**src/include/mfc_params.svh**
```systemverilog
// Constants of the motion feature configuration port.
// Assumes a 25 MHz core clock and byte-wide register access.
//
// What this block does
// RULE1: A byte-wide read/write port register at 0x5E, reset to zero, carries all feature data.
// RULE2: Any-motion words sit at feature bytes 0x00 and 0x02 and reset to 0x00AA and 0x0005.
// RULE3: The any-motion threshold is bits 10:0 of its first word, 0 to 1 g, default 0xAA (about 83 mg).
// RULE4: No-motion words sit at bytes 0x04 and 0x06, threshold default 0xAA with the same range.
// RULE5: A detector fires only after its condition holds for duration consecutive 20 ms samples, default 5.
// RULE6: The 13-bit duration spans 0 to about 163 s, and 5 samples make 100 ms.
// RULE7: Bits 13, 14 and 15 of each second word enable the x, y and z axes, all off at reset.
// RULE8: The x route field picks x, y or z for codes 0, 1, 2, code 3 picks x, default 0.
// RULE9: The y route field uses the same codes, default 1, code 3 picks y.
// RULE10: The z route field in bits 7:6 uses the same codes, default 2, code 3 picks z.
// RULE11: Remap bit 2 inverts the mapped x axis when set, default clear.
// RULE12: Remap bit 5 inverts the mapped y axis when set, default clear.
// RULE13: Remap bit 8 inverts the mapped z axis when set, default clear.
// RULE14: Interrupt pin one carries any-motion when map bit 5 is set and no-motion when bit 6 is set.
// RULE15: Each access to the port steps to the next feature byte so words move in one burst.
// RULE16: Any-motion holds when an enabled axis slope exceeds threshold, no-motion when all stay below; no-motion also needs an enabled axis.
`ifndef MFC_PARAMS_SVH
`define MFC_PARAMS_SVH
// ***************************
// Register addresses
// ***************************
`define MFC_PORT_ADDR   8'h5E
`define MFC_MAP1_ADDR   8'h56
`define MFC_MAP1_RST    8'h00
`define MFC_PORT_RST    8'h00
// ***************************
// Feature area byte offsets
// ***************************
`define MFC_AM_OFS      4'h0
`define MFC_NM_OFS      4'h4
`define MFC_RSVD_OFS    4'h8
`define MFC_REMAP_OFS   4'hA
`define MFC_FEAT_LAST   4'hB
// ***************************
// Field positions and resets
// ***************************
`define MFC_THR_MSB     10
`define MFC_DUR_MSB     12
`define MFC_EN_LSB      13
`define MFC_MAP1_ANY    5
`define MFC_MAP1_NO     6
`define MFC_MAP1_MASK   8'hE0
`define MFC_W1_RST      16'h00AA
`define MFC_W2_RST      16'h0005
`define MFC_W1_MASK     16'h07FF
`define MFC_REMAP_RST   16'h0088
`define MFC_REMAP_MASK  16'h01FF
`define MFC_SLOPE_SHIFT 4
// ***************************
// Timing
// ***************************
`define MFC_SAMPLE_NS   20000000
`define MFC_CLK_NS      40
`define MFC_SAMPLE_CYC  (`MFC_SAMPLE_NS / `MFC_CLK_NS)
`endif

```
**src/include/mfc_pkg.sv**
```systemverilog
// Types shared by the motion feature configuration port.
// Assumes nothing beyond a SystemVerilog compiler.
package mfc_pkg;
  typedef struct packed {
    logic [2:0][15:0] axis;
  } mfc_axes_t;
  typedef struct packed {
    logic [2:0]  en;
    logic [12:0] dur;
    logic [10:0] thr;
  } mfc_det_cfg_t;
  typedef enum logic {
    MFC_ANY = 1'b0,
    MFC_NO  = 1'b1
  } mfc_mode_t;
endpackage

```
**src/hdl/mfc_detector.sv**
```systemverilog
// Slope detector with duration filter, any-motion or no-motion.
// Assumes sample_in pulses once per 20 ms sample.
`include "mfc_params.svh"
module mfc_detector (
  // Clock and reset
  input  wire logic                 core_clk_in,
  input  wire logic                 reset_in,
  // Samples and settings
  input  wire logic                 sample_in,
  input  wire mfc_pkg::mfc_axes_t   axes_in,
  input  wire mfc_pkg::mfc_det_cfg_t cfg_in,
  input  wire mfc_pkg::mfc_mode_t   mode_in,
  // Event level
  output logic                      event_out
);
  import mfc_pkg::*;
  mfc_axes_t   prev_r;
  logic        have_prev_r;
  logic [12:0] cnt_r;
  logic [12:0] cnt_nxt;
  logic [2:0]  hi;
  logic [2:0]  lo;
  logic        cond;
  genvar gi;
  generate
    for (gi = 0; gi < 3; gi++) begin : g_slope
      logic [16:0] diff;
      logic [16:0] mag;
      assign diff = {axes_in.axis[gi][15], axes_in.axis[gi]} - {prev_r.axis[gi][15], prev_r.axis[gi]};
      assign mag  = diff[16] ? 17'(-diff) : diff;
      assign hi[gi] = cfg_in.en[gi] && ((mag >> `MFC_SLOPE_SHIFT) > {6'h00, cfg_in.thr}); // RULE3 RULE7
      assign lo[gi] = !cfg_in.en[gi] || ((mag >> `MFC_SLOPE_SHIFT) < {6'h00, cfg_in.thr}); // RULE7
    end
  endgenerate
  // No enabled axis means no-motion never fires
  assign cond = (mode_in == MFC_ANY) ? |hi : (|cfg_in.en && &lo); // RULE16
  // Saturating 13-bit count spans about 163 s of samples
  assign cnt_nxt = (cnt_r == 13'h1FFF) ? cnt_r : cnt_r + 13'h1; // RULE6
  always_ff @(posedge core_clk_in) begin
    if (reset_in) begin
      prev_r      <= '0;
      have_prev_r <= 1'b0;
    end else if (sample_in) begin
      prev_r      <= axes_in;
      have_prev_r <= 1'b1;
    end
  end
  always_ff @(posedge core_clk_in) begin
    if (reset_in) begin
      cnt_r     <= 13'h0;
      event_out <= 1'b0;
    end else if (sample_in && have_prev_r) begin
      cnt_r     <= cond ? cnt_nxt : 13'h0; // RULE5
      event_out <= cond && (cnt_nxt >= cfg_in.dur); // RULE5
    end
  end
endmodule

```
**src/hdl/mfc_remap.sv**
```systemverilog
// Axis routing and sign inversion of one acceleration sample.
// Assumes the routing word is stable while a sample is taken.
`include "mfc_params.svh"
module mfc_remap (
  // Sample and routing
  input  wire mfc_pkg::mfc_axes_t axes_in,
  input  wire logic [8:0]         route_in,
  // Routed sample
  output mfc_pkg::mfc_axes_t      axes_out
);
  import mfc_pkg::*;
  genvar gi;
  generate
    for (gi = 0; gi < 3; gi++) begin : g_axis
      logic [1:0]  sel;
      logic [1:0]  src;
      logic [15:0] val;
      assign sel = route_in[3*gi +: 2];
      // Reserved code keeps the axis on itself
      assign src = (sel == 2'h3) ? 2'(gi) : sel; // RULE8 RULE9 RULE10
      assign val = axes_in.axis[src];
      // Negating full scale wraps; accepted as a one-code limit
      assign axes_out.axis[gi] = route_in[3*gi+2] ? 16'(-val) : val; // RULE11 RULE12 RULE13
    end
  endgenerate
endmodule

```
**src/hdl/mfc_top.sv**
```systemverilog
// Feature configuration store behind the byte port register,
// with axis routing, two motion detectors and pin one mapping.
// Assumes host strobes are synchronous, one cycle each.
`include "mfc_params.svh"
module mfc_top #(
  parameter int SAMPLE_CYCLES = `MFC_SAMPLE_CYC
) (
  // Clock and reset
  input  wire logic               core_clk_in,
  input  wire logic               reset_in,
  // Register access
  input  wire logic [7:0]         reg_addr_in,
  input  wire logic               reg_wr_in,
  input  wire logic               reg_rd_in,
  input  wire logic [7:0]         reg_wdata_in,
  output logic [7:0]              reg_rdata_out,
  // Acceleration sample
  input  wire mfc_pkg::mfc_axes_t acc_in,
  // Results
  output mfc_pkg::mfc_axes_t      mapped_acc_out,
  output logic                    any_motion_out,
  output logic                    no_motion_out,
  output logic                    int1_out
);
  import mfc_pkg::*;

  // ***************************
  // Feature byte layout
  // ***************************
  function automatic logic [7:0] rst_byte(input logic [3:0] i);
    logic [15:0] w;
    w = 16'h0000;
    case (i[3:1])
      3'h0: w = `MFC_W1_RST;
      3'h1: w = `MFC_W2_RST;
      3'h2: w = `MFC_W1_RST;
      3'h3: w = `MFC_W2_RST;
      3'h5: w = `MFC_REMAP_RST;
      default: w = 16'h0000;
    endcase
    return i[0] ? w[15:8] : w[7:0];
  endfunction

  function automatic logic [7:0] wr_mask(input logic [3:0] i);
    logic [15:0] w;
    w = 16'h0000;
    case (i[3:1])
      3'h0: w = `MFC_W1_MASK;
      3'h1: w = 16'hFFFF;
      3'h2: w = `MFC_W1_MASK;
      3'h3: w = 16'hFFFF;
      3'h5: w = `MFC_REMAP_MASK;
      default: w = 16'h0000;
    endcase
    return i[0] ? w[15:8] : w[7:0];
  endfunction

  // ***************************
  // Declarations
  // ***************************
  logic [7:0]   feat_r [0:11];
  logic [3:0]   ptr_r;
  logic [3:0]   ptr_nxt;
  logic [7:0]   map1_r;
  logic         port_hit;
  logic         port_wr;
  logic         port_acc;
  logic         other_acc;
  logic [7:0]   rd_byte;
  logic [7:0]   rdata_nxt;
  logic [15:0]  am_w1;
  logic [15:0]  am_w2;
  logic [15:0]  nm_w1;
  logic [15:0]  nm_w2;
  logic [15:0]  remap_w;
  logic [19:0]  tick_cnt_r;
  logic         tick;
  logic         sample_vld_r;
  mfc_axes_t    routed;
  mfc_axes_t    mapped_r;
  mfc_det_cfg_t am_cfg;
  mfc_det_cfg_t nm_cfg;
  logic         am_evt;
  logic         nm_evt;

  // ***************************
  // Port decode
  // ***************************
  assign port_hit  = (reg_addr_in == `MFC_PORT_ADDR);
  assign port_wr   = port_hit && reg_wr_in;
  assign port_acc  = port_hit && (reg_wr_in || reg_rd_in);
  assign other_acc = !port_hit && (reg_wr_in || reg_rd_in);
  assign rd_byte   = feat_r[ptr_r];

  // Pointer wraps so a burst never leaves the feature area
  assign ptr_nxt = (ptr_r == `MFC_FEAT_LAST) ? 4'h0 : ptr_r + 4'h1;

  // Touching any other register rewinds the burst
  always_ff @(posedge core_clk_in) begin
    if (reset_in) begin
      ptr_r <= 4'h0;
    end else if (port_acc) begin
      ptr_r <= ptr_nxt; // RULE15
    end else if (other_acc) begin
      ptr_r <= 4'h0;
    end
  end

  // ***************************
  // Feature storage
  // ***************************
  genvar gi;
  generate
    for (gi = 0; gi < 12; gi++) begin : g_byte
      always_ff @(posedge core_clk_in) begin
        if (reset_in) begin
          feat_r[gi] <= rst_byte(4'(gi)); // RULE2 RULE4
        end else if (port_wr && (ptr_r == 4'(gi))) begin
          // Reserved bits stay zero whatever is written
          feat_r[gi] <= reg_wdata_in & wr_mask(4'(gi)); // RULE1
        end
      end
    end
  endgenerate

  assign am_w1   = {feat_r[`MFC_AM_OFS + 4'h1], feat_r[`MFC_AM_OFS]};
  assign am_w2   = {feat_r[`MFC_AM_OFS + 4'h3], feat_r[`MFC_AM_OFS + 4'h2]};
  assign nm_w1   = {feat_r[`MFC_NM_OFS + 4'h1], feat_r[`MFC_NM_OFS]};
  assign nm_w2   = {feat_r[`MFC_NM_OFS + 4'h3], feat_r[`MFC_NM_OFS + 4'h2]};
  assign remap_w = {feat_r[`MFC_REMAP_OFS + 4'h1], feat_r[`MFC_REMAP_OFS]};

  assign am_cfg.thr = am_w1[`MFC_THR_MSB:0]; // RULE3
  assign am_cfg.dur = am_w2[`MFC_DUR_MSB:0]; // RULE6
  assign am_cfg.en  = am_w2[15:`MFC_EN_LSB]; // RULE7
  assign nm_cfg.thr = nm_w1[`MFC_THR_MSB:0]; // RULE4
  assign nm_cfg.dur = nm_w2[`MFC_DUR_MSB:0]; // RULE6
  assign nm_cfg.en  = nm_w2[15:`MFC_EN_LSB]; // RULE7

  // ***************************
  // Pin one mapping register
  // ***************************
  always_ff @(posedge core_clk_in) begin
    if (reset_in) begin
      map1_r <= `MFC_MAP1_RST;
    end else if (reg_wr_in && (reg_addr_in == `MFC_MAP1_ADDR)) begin
      map1_r <= reg_wdata_in & `MFC_MAP1_MASK;
    end
  end

  // ***************************
  // Read data
  // ***************************
  always_comb begin
    rdata_nxt = reg_rdata_out;
    if (reg_rd_in) begin
      if (port_hit) begin
        rdata_nxt = rd_byte; // RULE15
      end else if (reg_addr_in == `MFC_MAP1_ADDR) begin
        rdata_nxt = map1_r;
      end else begin
        rdata_nxt = 8'h00;
      end
    end
  end

  always_ff @(posedge core_clk_in) begin
    if (reset_in) begin
      reg_rdata_out <= `MFC_PORT_RST; // RULE1
    end else begin
      reg_rdata_out <= rdata_nxt;
    end
  end

  // ***************************
  // Sample timing
  // ***************************
  // The 50 Hz rate is made here so duration counts are exact
  assign tick = (tick_cnt_r == 20'(SAMPLE_CYCLES - 1));

  always_ff @(posedge core_clk_in) begin
    if (reset_in) begin
      tick_cnt_r <= 20'h00000;
    end else if (tick) begin
      tick_cnt_r <= 20'h00000;
    end else begin
      tick_cnt_r <= tick_cnt_r + 20'h00001;
    end
  end

  // ***************************
  // Axis routing
  // ***************************
  mfc_remap u_remap (
    .axes_in  (acc_in),
    .route_in (remap_w[8:0]),
    .axes_out (routed)
  );

  always_ff @(posedge core_clk_in) begin
    if (reset_in) begin
      mapped_r     <= '0;
      sample_vld_r <= 1'b0;
    end else begin
      sample_vld_r <= tick; // RULE5
      if (tick) begin
        mapped_r <= routed; // RULE8 RULE9 RULE10
      end
    end
  end

  assign mapped_acc_out = mapped_r;

  // ***************************
  // Detectors
  // ***************************
  mfc_detector u_any (
    .core_clk_in (core_clk_in),
    .reset_in    (reset_in),
    .sample_in   (sample_vld_r),
    .axes_in     (mapped_r),
    .cfg_in      (am_cfg),
    .mode_in     (MFC_ANY),
    .event_out   (am_evt)
  );

  mfc_detector u_no (
    .core_clk_in (core_clk_in),
    .reset_in    (reset_in),
    .sample_in   (sample_vld_r),
    .axes_in     (mapped_r),
    .cfg_in      (nm_cfg),
    .mode_in     (MFC_NO),
    .event_out   (nm_evt)
  );

  assign any_motion_out = am_evt;
  assign no_motion_out  = nm_evt;

  always_ff @(posedge core_clk_in) begin
    if (reset_in) begin
      int1_out <= 1'b0;
    end else begin
      int1_out <= (map1_r[`MFC_MAP1_ANY] && am_evt) || (map1_r[`MFC_MAP1_NO] && nm_evt); // RULE14
    end
  end
endmodule

```
**config.mk**
```make
export PLATFORM = sky130hd
export DESIGN_NAME = mfc_top
export DESIGN_NICKNAME = d
export VERILOG_FILES = /design/src/include/mfc_pkg.sv /design/src/hdl/mfc_detector.sv /design/src/hdl/mfc_remap.sv /design/src/hdl/mfc_top.sv
export VERILOG_INCLUDE_DIRS = /design/src /design/src/include
export SDC_FILE = /design/constraint.sdc
export NUM_CORES = 1
export LEC_CHECK = 0
export BUFFER_PORTS_ARGS = -buffer_cell sky130_fd_sc_hd__clkbuf_2
export CORE_MARGIN = 2
export CORE_UTILIZATION = 35
export CTS_CLUSTER_DIAMETER = 40
export DETAILED_ROUTE_END_ITERATION = 12
export PLACE_DENSITY = 0.52
export SYNTH_ARGS = -nofsm -noshare
export SYNTH_HDL_FRONTEND = slang
export SYNTH_SLANG_ARGS = --single-unit
```
**constraint.sdc**
```tcl
create_clock -name core_clk_in -period 8.9 [get_ports core_clk_in]
set_input_delay 0 -clock core_clk_in [delete_from_list [all_inputs] [get_ports core_clk_in]]
set_output_delay 0 -clock core_clk_in [all_outputs]
set_load 0.1 [all_outputs]
```
# == After elaboration in Yosys (flattened, before gate mapping) ==
# Memories as Yosys holds them, arrays and structs flattened. A register that Yosys moved wholly into a read port is not among the register bits.
# Cells that the tools add are included.
# totals
register_bits,162
ramBits,96
input_bits,68
output_inout_bits,59
wordCells,189
n_memories,1
# op_classes
add_sub_neg,13
n_lt_le_gt_ge,11
eq_ne,19
muxes,76
bitwise,12
reduce_logical,40
# mem_list
name,words,word_bits,rd,rd_ports_with_merged_regs,wr,line_no,text
feat_r,12,8,11,1,12,mfc_top.sv:61,logic [7:0] feat_r [0:11];
# ops
cell,n
two-way mux 8 bit,14
binary-select mux 16 bit (select 2 bit),3
two-way mux 16 bit,6
two-way mux 13 bit,4
two-way mux 17 bit,3
negation 17 bit,3
subtractor 16 x 16 -> 17 bit,3
negation 16 bit,3
greater-than comparator 13 x 11 -> 1 bit,3
less-than comparator 13 x 11 -> 1 bit,3
two-way mux 1 bit,38
adder 13 x 1 -> 13 bit (second input constant),2
== test 13 bit (second input constant),2
greater-or-equal comparator 13 bit,2
logical AND 1 bit,25
adder 20 x 1 -> 20 bit (second input constant),1
== test 20 x 19 -> 1 bit (second input constant),1
two-way mux 4 bit,5
== test 4 x 3 -> 1 bit (second input constant),4
== test 4 bit (second input constant),4
== test 8 x 7 -> 1 bit (second input constant),2
OR 1 bit,12
less-than comparator 2 x 3 -> 1 bit (second input constant),3
== test 4 x 2 -> 1 bit (second input constant),2
11 further kinds,23

# == Depth between registers and ports, before layout ==
# Gate-level depths: netlist (run 1).
# logic_depth
word_depth,8
depth_mapped,22
mapped_depth_nobuf,22

# == Cells and area by module ==
# From an unflattened synthesis (run 1), not the netlist that was laid out.
# unflattened
cells_unflattened,2849
area_unflattened_um2,23750.3
# modules_own_cells
mod,instances,cells_per_inst,area_per_inst_um2,seq_area_each_um2
mfc_detector at u_any,1,991,7608.5,1261.2
mfc_detector at u_no,1,936,7250.7,1261.2
mfc_top,1,639,6595.1,3673.5
mfc_remap,1,283,2296.0,0.0

# == Worst setup path after synthesis (run 1) ==
# No wires, ideal clock.
# synth_path
path_type,flip-flop to flip-flop
start,"reg mapped_r, in the netlist mapped_acc_out[16]"
end,reg u_any.cnt_r[0]
setup_time_ps,132
arrival_time_ps,5384
t_required_ps,8768
path_slack_ps,3384
stages_incl_launch_ff,20
path_buffers,0
period_less_slack_ps,5516
path_cell_list,dfxtp_1 inv_1 ha_1 fa_1 nand2b_1 a211oi_1 o21a_1 o2111ai_1 or2_2 or3b_2 o31ai_1 xor2_1 ha_1 nand3_1 o311ai_0 a31oi_1 a211oi_1 o211ai_4 nor3_2 nor3_1
# synth_via
elab_chain_len,7
# synth_rtl
item,line_no,text
from (decl),mfc_top.sv:80,mfc_axes_t mapped_r;
from (signal assigned),mfc_top.sv:206,mapped_r <= routed;
subtractor 16 x 16 -> 17 bit (*),n/a,
negation 17 bit,n/a,
two-way mux 17 bit (*),n/a,
greater-than comparator 13 x 11 -> 1 bit (*),mfc_detector.sv:31,"assign hi[gi] = cfg_in.en[gi] && ((mag >> `MFC_SLOPE_SHIFT) > {6'h00, cfg_in.thr});"
logical AND 1 bit (*),mfc_detector.sv:31,
OR reduction 3 bit (*),mfc_detector.sv:36,assign cond = (mode_in == MFC_ANY) ? |hi : (|cfg_in.en && &lo);
two-way mux 13 bit (*),mfc_detector.sv:53,cnt_r <= cond ? cnt_nxt : 13'h0;
to (signal assigned),mfc_detector.sv:53,
to (decl),mfc_detector.sv:19,logic [12:0] cnt_r;
# Every way passes the cells marked *; elsewhere a longest branch is shown, timed or not.
# A chain may end at the register's enable or synchronous reset.

# == Worst setup path after layout (run 1) ==
# layout_path
start,"reg mapped_r, in the netlist mapped_acc_out[16]"
end,reg u_any.cnt_r[12]
# The elaborated chain is that of the path after synthesis.

==> results of run 1 <==
-- layout by cell type (no fill, tap or decap), drive strengths merged, types with 40 or more instances in the layout --
cell type	n
a21oi	131
xor2	59
nand3	40
ha	147
a211oi	51
dfxtp	166
xnor2	84
edfxtp	63
and2	45
clkbuf	182
mux2i	116
nor2	246
nand2	195
o21ai	91
inv	135
-- final cells by class --
type / instances / area share (%)
Timing Repair Buffer: 172 / 5.198
Sequential cell: 229 / 25.45
Clock inverter: 32 / 1.720
Multi-Input combinational cell: 1633 / 54.91
Clock buffer: 57 / 6.327
Tap cell: 664 / 4.051
Inverter: 128 / 2.343
-- what timing repair did --
item                                    CTS  global route
hold endpoints to repair                113             0
endpoints found under the setup margin    0             0
hold buffers                             35             0
-- worst min-delay path: stages --
cell and delay (ns):
clkbuf_2 0.12, a21oi_1 0.14, xnor2_1 0.18, o21ai_0 0.08
-- kinds of logic (layout without fill, tap and decap cells) --
logic type / count (synthesis) / in the layout / share of synthesized area [%]
and+or+nand+nor: 743 / 743 / 20.50
AOI/OAI and AO/OA: 458 / 458 / 17.53
DFF: 229 / 229 / 30.23
buffers and inverters: 208 / 389 / 4.526
adders and majority gates: 150 / 150 / 11.01
xor gates and xnor gates: 143 / 143 / 7.260
muxes: 139 / 139 / 8.950
-- stage by stage --
step                      util [%]  hold slack (ns)  power, mW  worst slack, ns  std cells
final                        42.07          0.02705      3.097            3.409       2915
after CTS                    42.07         0.001927      3.130            3.372       2915
after global routing         42.07          0.05246      3.198            2.965       2915
after floorplan                  -           0.1472      1.209            3.384       2070
after detailed placement     37.97           0.4113      1.279            3.442       2791
after global placement       37.97           0.4223      1.277            3.506       2791
-- state kept, by name (all words and copies together), names as in the netlist, named ones only --
signal             cells
tick_cnt_r            20
u_no.event_out         1
u_no.cnt_r            13
mapped_acc_out        48
u_any.prev_r          48
int1_out               1
u_any.have_prev_r      1
map1_r                 3
sample_vld_r           1
reg_rdata_out          8
feat_r                63
ptr_r                  4
u_any.event_out        1
u_any.cnt_r           13
-- per-layer routing --
layer	vias to the layer above	share of wire, %	track usage, %
li1	7696	-	-
met1	7321	49	30.08
met2	392	43	32.26
met3	86	4.9	3.162
met4	2	3.0	7.576
met5	-	0.019	0
-- final timing paths --
path	slack, ns	cells past startpoint	end	startpoint
worst max-delay path	3.41	19	u_any.cnt_r[12]	mapped_acc_out[16]
worst max register to register	3.41	19	u_any.cnt_r[12]	mapped_acc_out[16]
worst min-delay path	0.03	4	mapped_acc_out[25]	acc_in[25]
worst min register to register	0.47	2	u_any.cnt_r[8]	u_any.cnt_r[8]
-- power groups by stage --
stage	Combinational [mW]	Sequential, mW	Clock (mW)
floorplan	0.104	1.10	0
global placement	0.166	1.11	0
detailed placement	0.168	1.11	0
CTS	0.180	1.09	1.86
global route	0.198	1.09	1.91
finish	0.181	1.09	1.82
==> metrics, run 1 <==
status finished clean; Pleak 8.440 nW; Slew HR 32.90%; drt drc 0; layout cells sized above 1 12.22%; top cells by area, synth dfxtp_1 (19%), edfxtp_1 (11%), ha_1 (11%), mux2i_1 (6.7%), nor2_1 (5.4%); maximum fanout along the worst path 10; Gate power share 5.9%; CP bufs+invs 1; Fin. Hold Viols 0; Crit path largest cell delay 0.50 ns; clock skew 0.04183 ns; final net count 2431; first-pass GRT wire length 83990 microns; max-slew violations 0; Worst Setup End Kind flop; Distinct cells, synth 80; CTS tree done; Mapped Nets 2288; RSZ-0062 raised after global routing false; Yosys top cell by area dfxtp_1; Design Area, Final 0.02051 sq mm; Die Ht 226.0 microns; Root Driver clkbuf_16; CTS buffer count 49; number of clock sinks 229; setup_tns 0 ns; row count 81; Die W 226.0 microns; CP delay by family, top compound AO/OA/AOI/OAI gates; filler instances 4956; crit-path cells inv_1 > ha_1 > fa_1 > nand2b_1 > a211oi_1 > o21a_1 > o2111ai_1 > or2_2 > or3b_2 > o31ai_1 > xor2_1 > ha_1 > nand3_1 > o311ai_0 > a31oi_1 > a211oi_1 > o211ai_4 > nor3_2 > nor3_1; Placeable Area 0.04875 sq mm; Top FF cell, synth dfxtp_1; DR WL/cell 18.41 microns; Mapped Avg Cell Area 8.334 sq um; Least-Margin Pin Slew 1.004 ns; Synth Warn # 0; diodes inserted 0; Reg area 0.005219 sq mm; Sw Share 24.42%; Commonest cells post-synth nor2_1 (246), nand2_1 (195), dfxtp_1 (166); count of final setup violators 0; post_cts resized 0; Reg clk slew, reported paths 0.05 ns; Critical-path top delay cell a211oi_1; Layout area overhead 18.88%; GRT Total Usage 21.11%; violation count after the first detailed-route iteration 1179; total die area 0.05108 sq mm; Flop pwr share 35.3%; Initial Utilization 35.39%; Seq/Total Area, Yosys 30.23%; cell area after placement 0.01851 sq mm; design internal power 2.341 mW; Peak Freq 182.1 MHz; sw power 0.7562 mW; latest clock arrival within the worst-skew pair 0.60 ns; Antenna Violating Nets Remaining 0; GR Overflow Total 0; share of the synthesized area in the top cell type 19.26%; fin crit period 5.491 ns; peak supply drop 134.2 uV; largest net degree at the start of global routing 84; Critical Path RT 9.31 ns; initial antenna violation count 1; crit path DAT 5.91 ns; Max Cap Viol 0; vias in the first global route 14.76k; min-delay worst type in -> reg; PwrDens 151.0 mW/mm^2; Post-synth EDFFs 63; GP Congestion 0.8916; Post-CTS Setup Inserts 0; Period Utilization, post-route 61.70%; CTS max path bufs 3; Synth Instances 2070; Synth Cell Area 0.01725 sq mm; IO Pins 127; asr flop ratio synth 0%; count leader, synth nor2_1; Clk network pwr share 58.9%; Detailed Routing Iterations Pass 1 5; port bufs 126; area of the multi-input gates 0.01126 sq mm; drt total wl 53680 microns; crit start category flop; synthesized flop and latch total 229; via/cell ratio 5.316; hpwl dp 41120 microns; H-tree Lvls 2; CP Class reg -> reg; routed vias 15.50k
Power figures use the tool's default switching activity.
==> inputs of run 2 (changes only) <==
Settings changed: ABC_AREA set to 1.
Clock period 8.9 ns to 5.7 ns, I/O delays scaled along.
==> metrics, run 2 <==
largest net degree at the start of global routing 75; latest clock arrival within the worst-skew pair 0.59 ns; PnR worst setup slack 1.298 ns; port bufs 126; max-slew violations 0; PwrDens 241.3 mW/mm^2; post-layout util 42.51%; drt total wl 58190 microns; Period Utilization, post-route 77.24%; count leader, synth nand2_1; Yosys top cell by area dfxtp_1; Reg clk slew, reported paths 0.05 ns; GR Overflow Total 0; peak supply drop 217.7 uV; total die area 0.05158 sq mm; via/cell ratio 5.081; largest register by flop count feat_r; post-synthesis xor/xnor area fraction 3.253%; IO Pins 127; compound-cell area share of the yosys netlist 18.30%; Mapped Nets 2766; Synth Instances 2548; Commonest cells post-synth nand2_1 (556), inv_1 (378), nor2_1 (235); Synth Cell Area 0.01742 sq mm; number of flip-flops in the largest register 63; asr flop ratio synth 0%; Post-synth EDFFs 63; H-tree Lvls 2; worst hold slack 0.02202 ns; initial antenna violation count 0; Root Driver clkbuf_16; Fin. Hold Viols 0; filler instances 5165; Critical Path RT 6.22 ns; Peak Freq 227.1 MHz; fin crit period 4.402 ns; Die Ht 227.1 microns; status finished clean; Die W 227.1 microns; crit start category flop; setup_tns 0 ns; top cells by area, synth dfxtp_1 (19%), nand2_1 (12%), edfxtp_1 (11%), ha_1 (11%), inv_1 (8.1%); Slew HR 20.70%; row count 81; Synth Area in Adders 10.90%; Distinct cells, synth 59; layout cells sized above 1 11.80%; Top FF cell, synth dfxtp_1; commonest non-fill, non-tap cells in the layout nand2_1 (556), inv_1 (376), nor2_1 (235); Detailed Routing Iterations Pass 1 5; GRT Total Usage 22.52%; hpwl dp 44670 microns; Antenna Violating Nets Remaining 0; DP Worst Slack 1.341 ns; worst reg2reg path depth 17; most common cell after layout, fill and taps aside nand2_1; first-pass GRT wire length 90160 microns; worst setup path startpoint feat_r[10][3]; Least-Margin Pin Slew 1.187 ns; RSZ-0062 raised after global routing false; Worst Setup End Kind flop; Post-CTS Setup Inserts 0; share of the synthesized area in the top cell type 19.07%; Synth Warn # 0; maximum fanout along the worst path 15; Synth Area in Simple Gates 27.22%; Pleak 9.761 nW; largest family of logic cells by synthesized area simple AND/OR/NAND/NOR gates; DR WL/cell 17.03 microns; violation count after the first detailed-route iteration 1173; diodes inserted 0; clock skew 0.02874 ns; CTS buffer count 49; Mapped Avg Cell Area 6.838 sq um; routed vias 17.37k; number of clock sinks 229; drt drc 0; Placeable Area 0.04905 sq mm; Seq/Total Area, Yosys 29.93%; vias in the first global route 16.72k; RR Startpoint feat_r[10][3]; CTS tree done; Max Cap Viol 0; CTS max path bufs 3; critical hold path startpoint reg_addr_in[1]; post-synthesis mux area share 0.06463%; CP Class reg -> reg; GP Congestion 0.8887; hold depth 9; final net count 2932; Initial Utilization 35.52%; min-delay worst type in -> reg; synthesized flop and latch total 229; Layout area overhead 19.67%; crit path DAT 4.92 ns; count of final setup violators 0
==> run 2: per-layer routing <==
metal | global-route usage (%) | part of all wire, % | vias up
met4 | 5.988 | 2.0 | 0
met1 | 30.71 | 48 | 8053
li1 | - | - | 8777
met3 | 3.420 | 5.2 | 77
met2 | 37.08 | 45 | 459
met5 | 0 | 0 | -
==> run 2: layout make-up <==
cell class | count | area [sq um] | share of cell area (%)
multi-input cells | 1852 | 10410 | 49.93
flip-flops and latches | 229 | 5215 | 25.01
inverters | 401 | 1508 | 7.231
clock buffers | 56 | 1272 | 6.103
repair buffers | 181 | 1161 | 5.569
well taps | 664 | 830.8 | 3.984
clock inverters | 35 | 454.2 | 2.178
==> run 2: stage by stage <==
step                power (mW)  cell area, sq um  instances
floorplan                1.928             17420       2548
finish                   5.031             20850       3418
detailed placement       2.060             18650       3280
global placement         2.055             18650       3280
global route             5.187             20850       3418
CTS                      5.069             20840       3417
==> run 2: power by group <==
part / switching (mW) / leakage (nW) / internal, mW
logic: 0.236 / 6.97 / 0.111
registers: 0.0222 / 1.95 / 1.69
clock network: 1.02 / 0.836 / 1.95
total: 1.28 / 9.76 / 3.75
==> run 2: what timing repair did <==
| action | in CTS | in global routing |
|---|---|---|
| endpoints found under the hold margin | 80 | 1 |
| resized for setup | 0 | 0 |
| hold buffers | 46 | 1 |
==> run 2: logic make-up after synthesis <==
| family | count (synthesis) |
|---|---|
| simple gates | 1074 |
| compound gates | 564 |
| buf+inv | 467 |
| flops | 229 |
| fa+ha+maj | 150 |
| xor+xnor | 63 |
| mux | 1 |
==> run 2: worst paths after layout <==
check,endpoint,slack [ns]
max reg2reg,mapped_acc_out[30],1.30
min,reg_rdata_out[7],0.02
max,mapped_acc_out[30],1.30
min reg2reg,tick_cnt_r[0],0.45
==> run 2: worst max-delay path, stage by stage, from the launching register on <==
cell,delay (ns)
edfxtp_1,0.80
inv_2,0.31
nand2_1,0.58
o221ai_1,0.18
dlygate4sd3_1,0.58
inv_1,0.11
ha_1,0.18
nand3_1,0.12
nor2_1,0.11
nand2_1,0.08
nand2_1,0.12
nand3_1,0.15
inv_1,0.11
o21ai_1,0.09
nand2_1,0.08
nand2_1,0.05
o21ai_1,0.12
dlygate4sd3_1,0.55
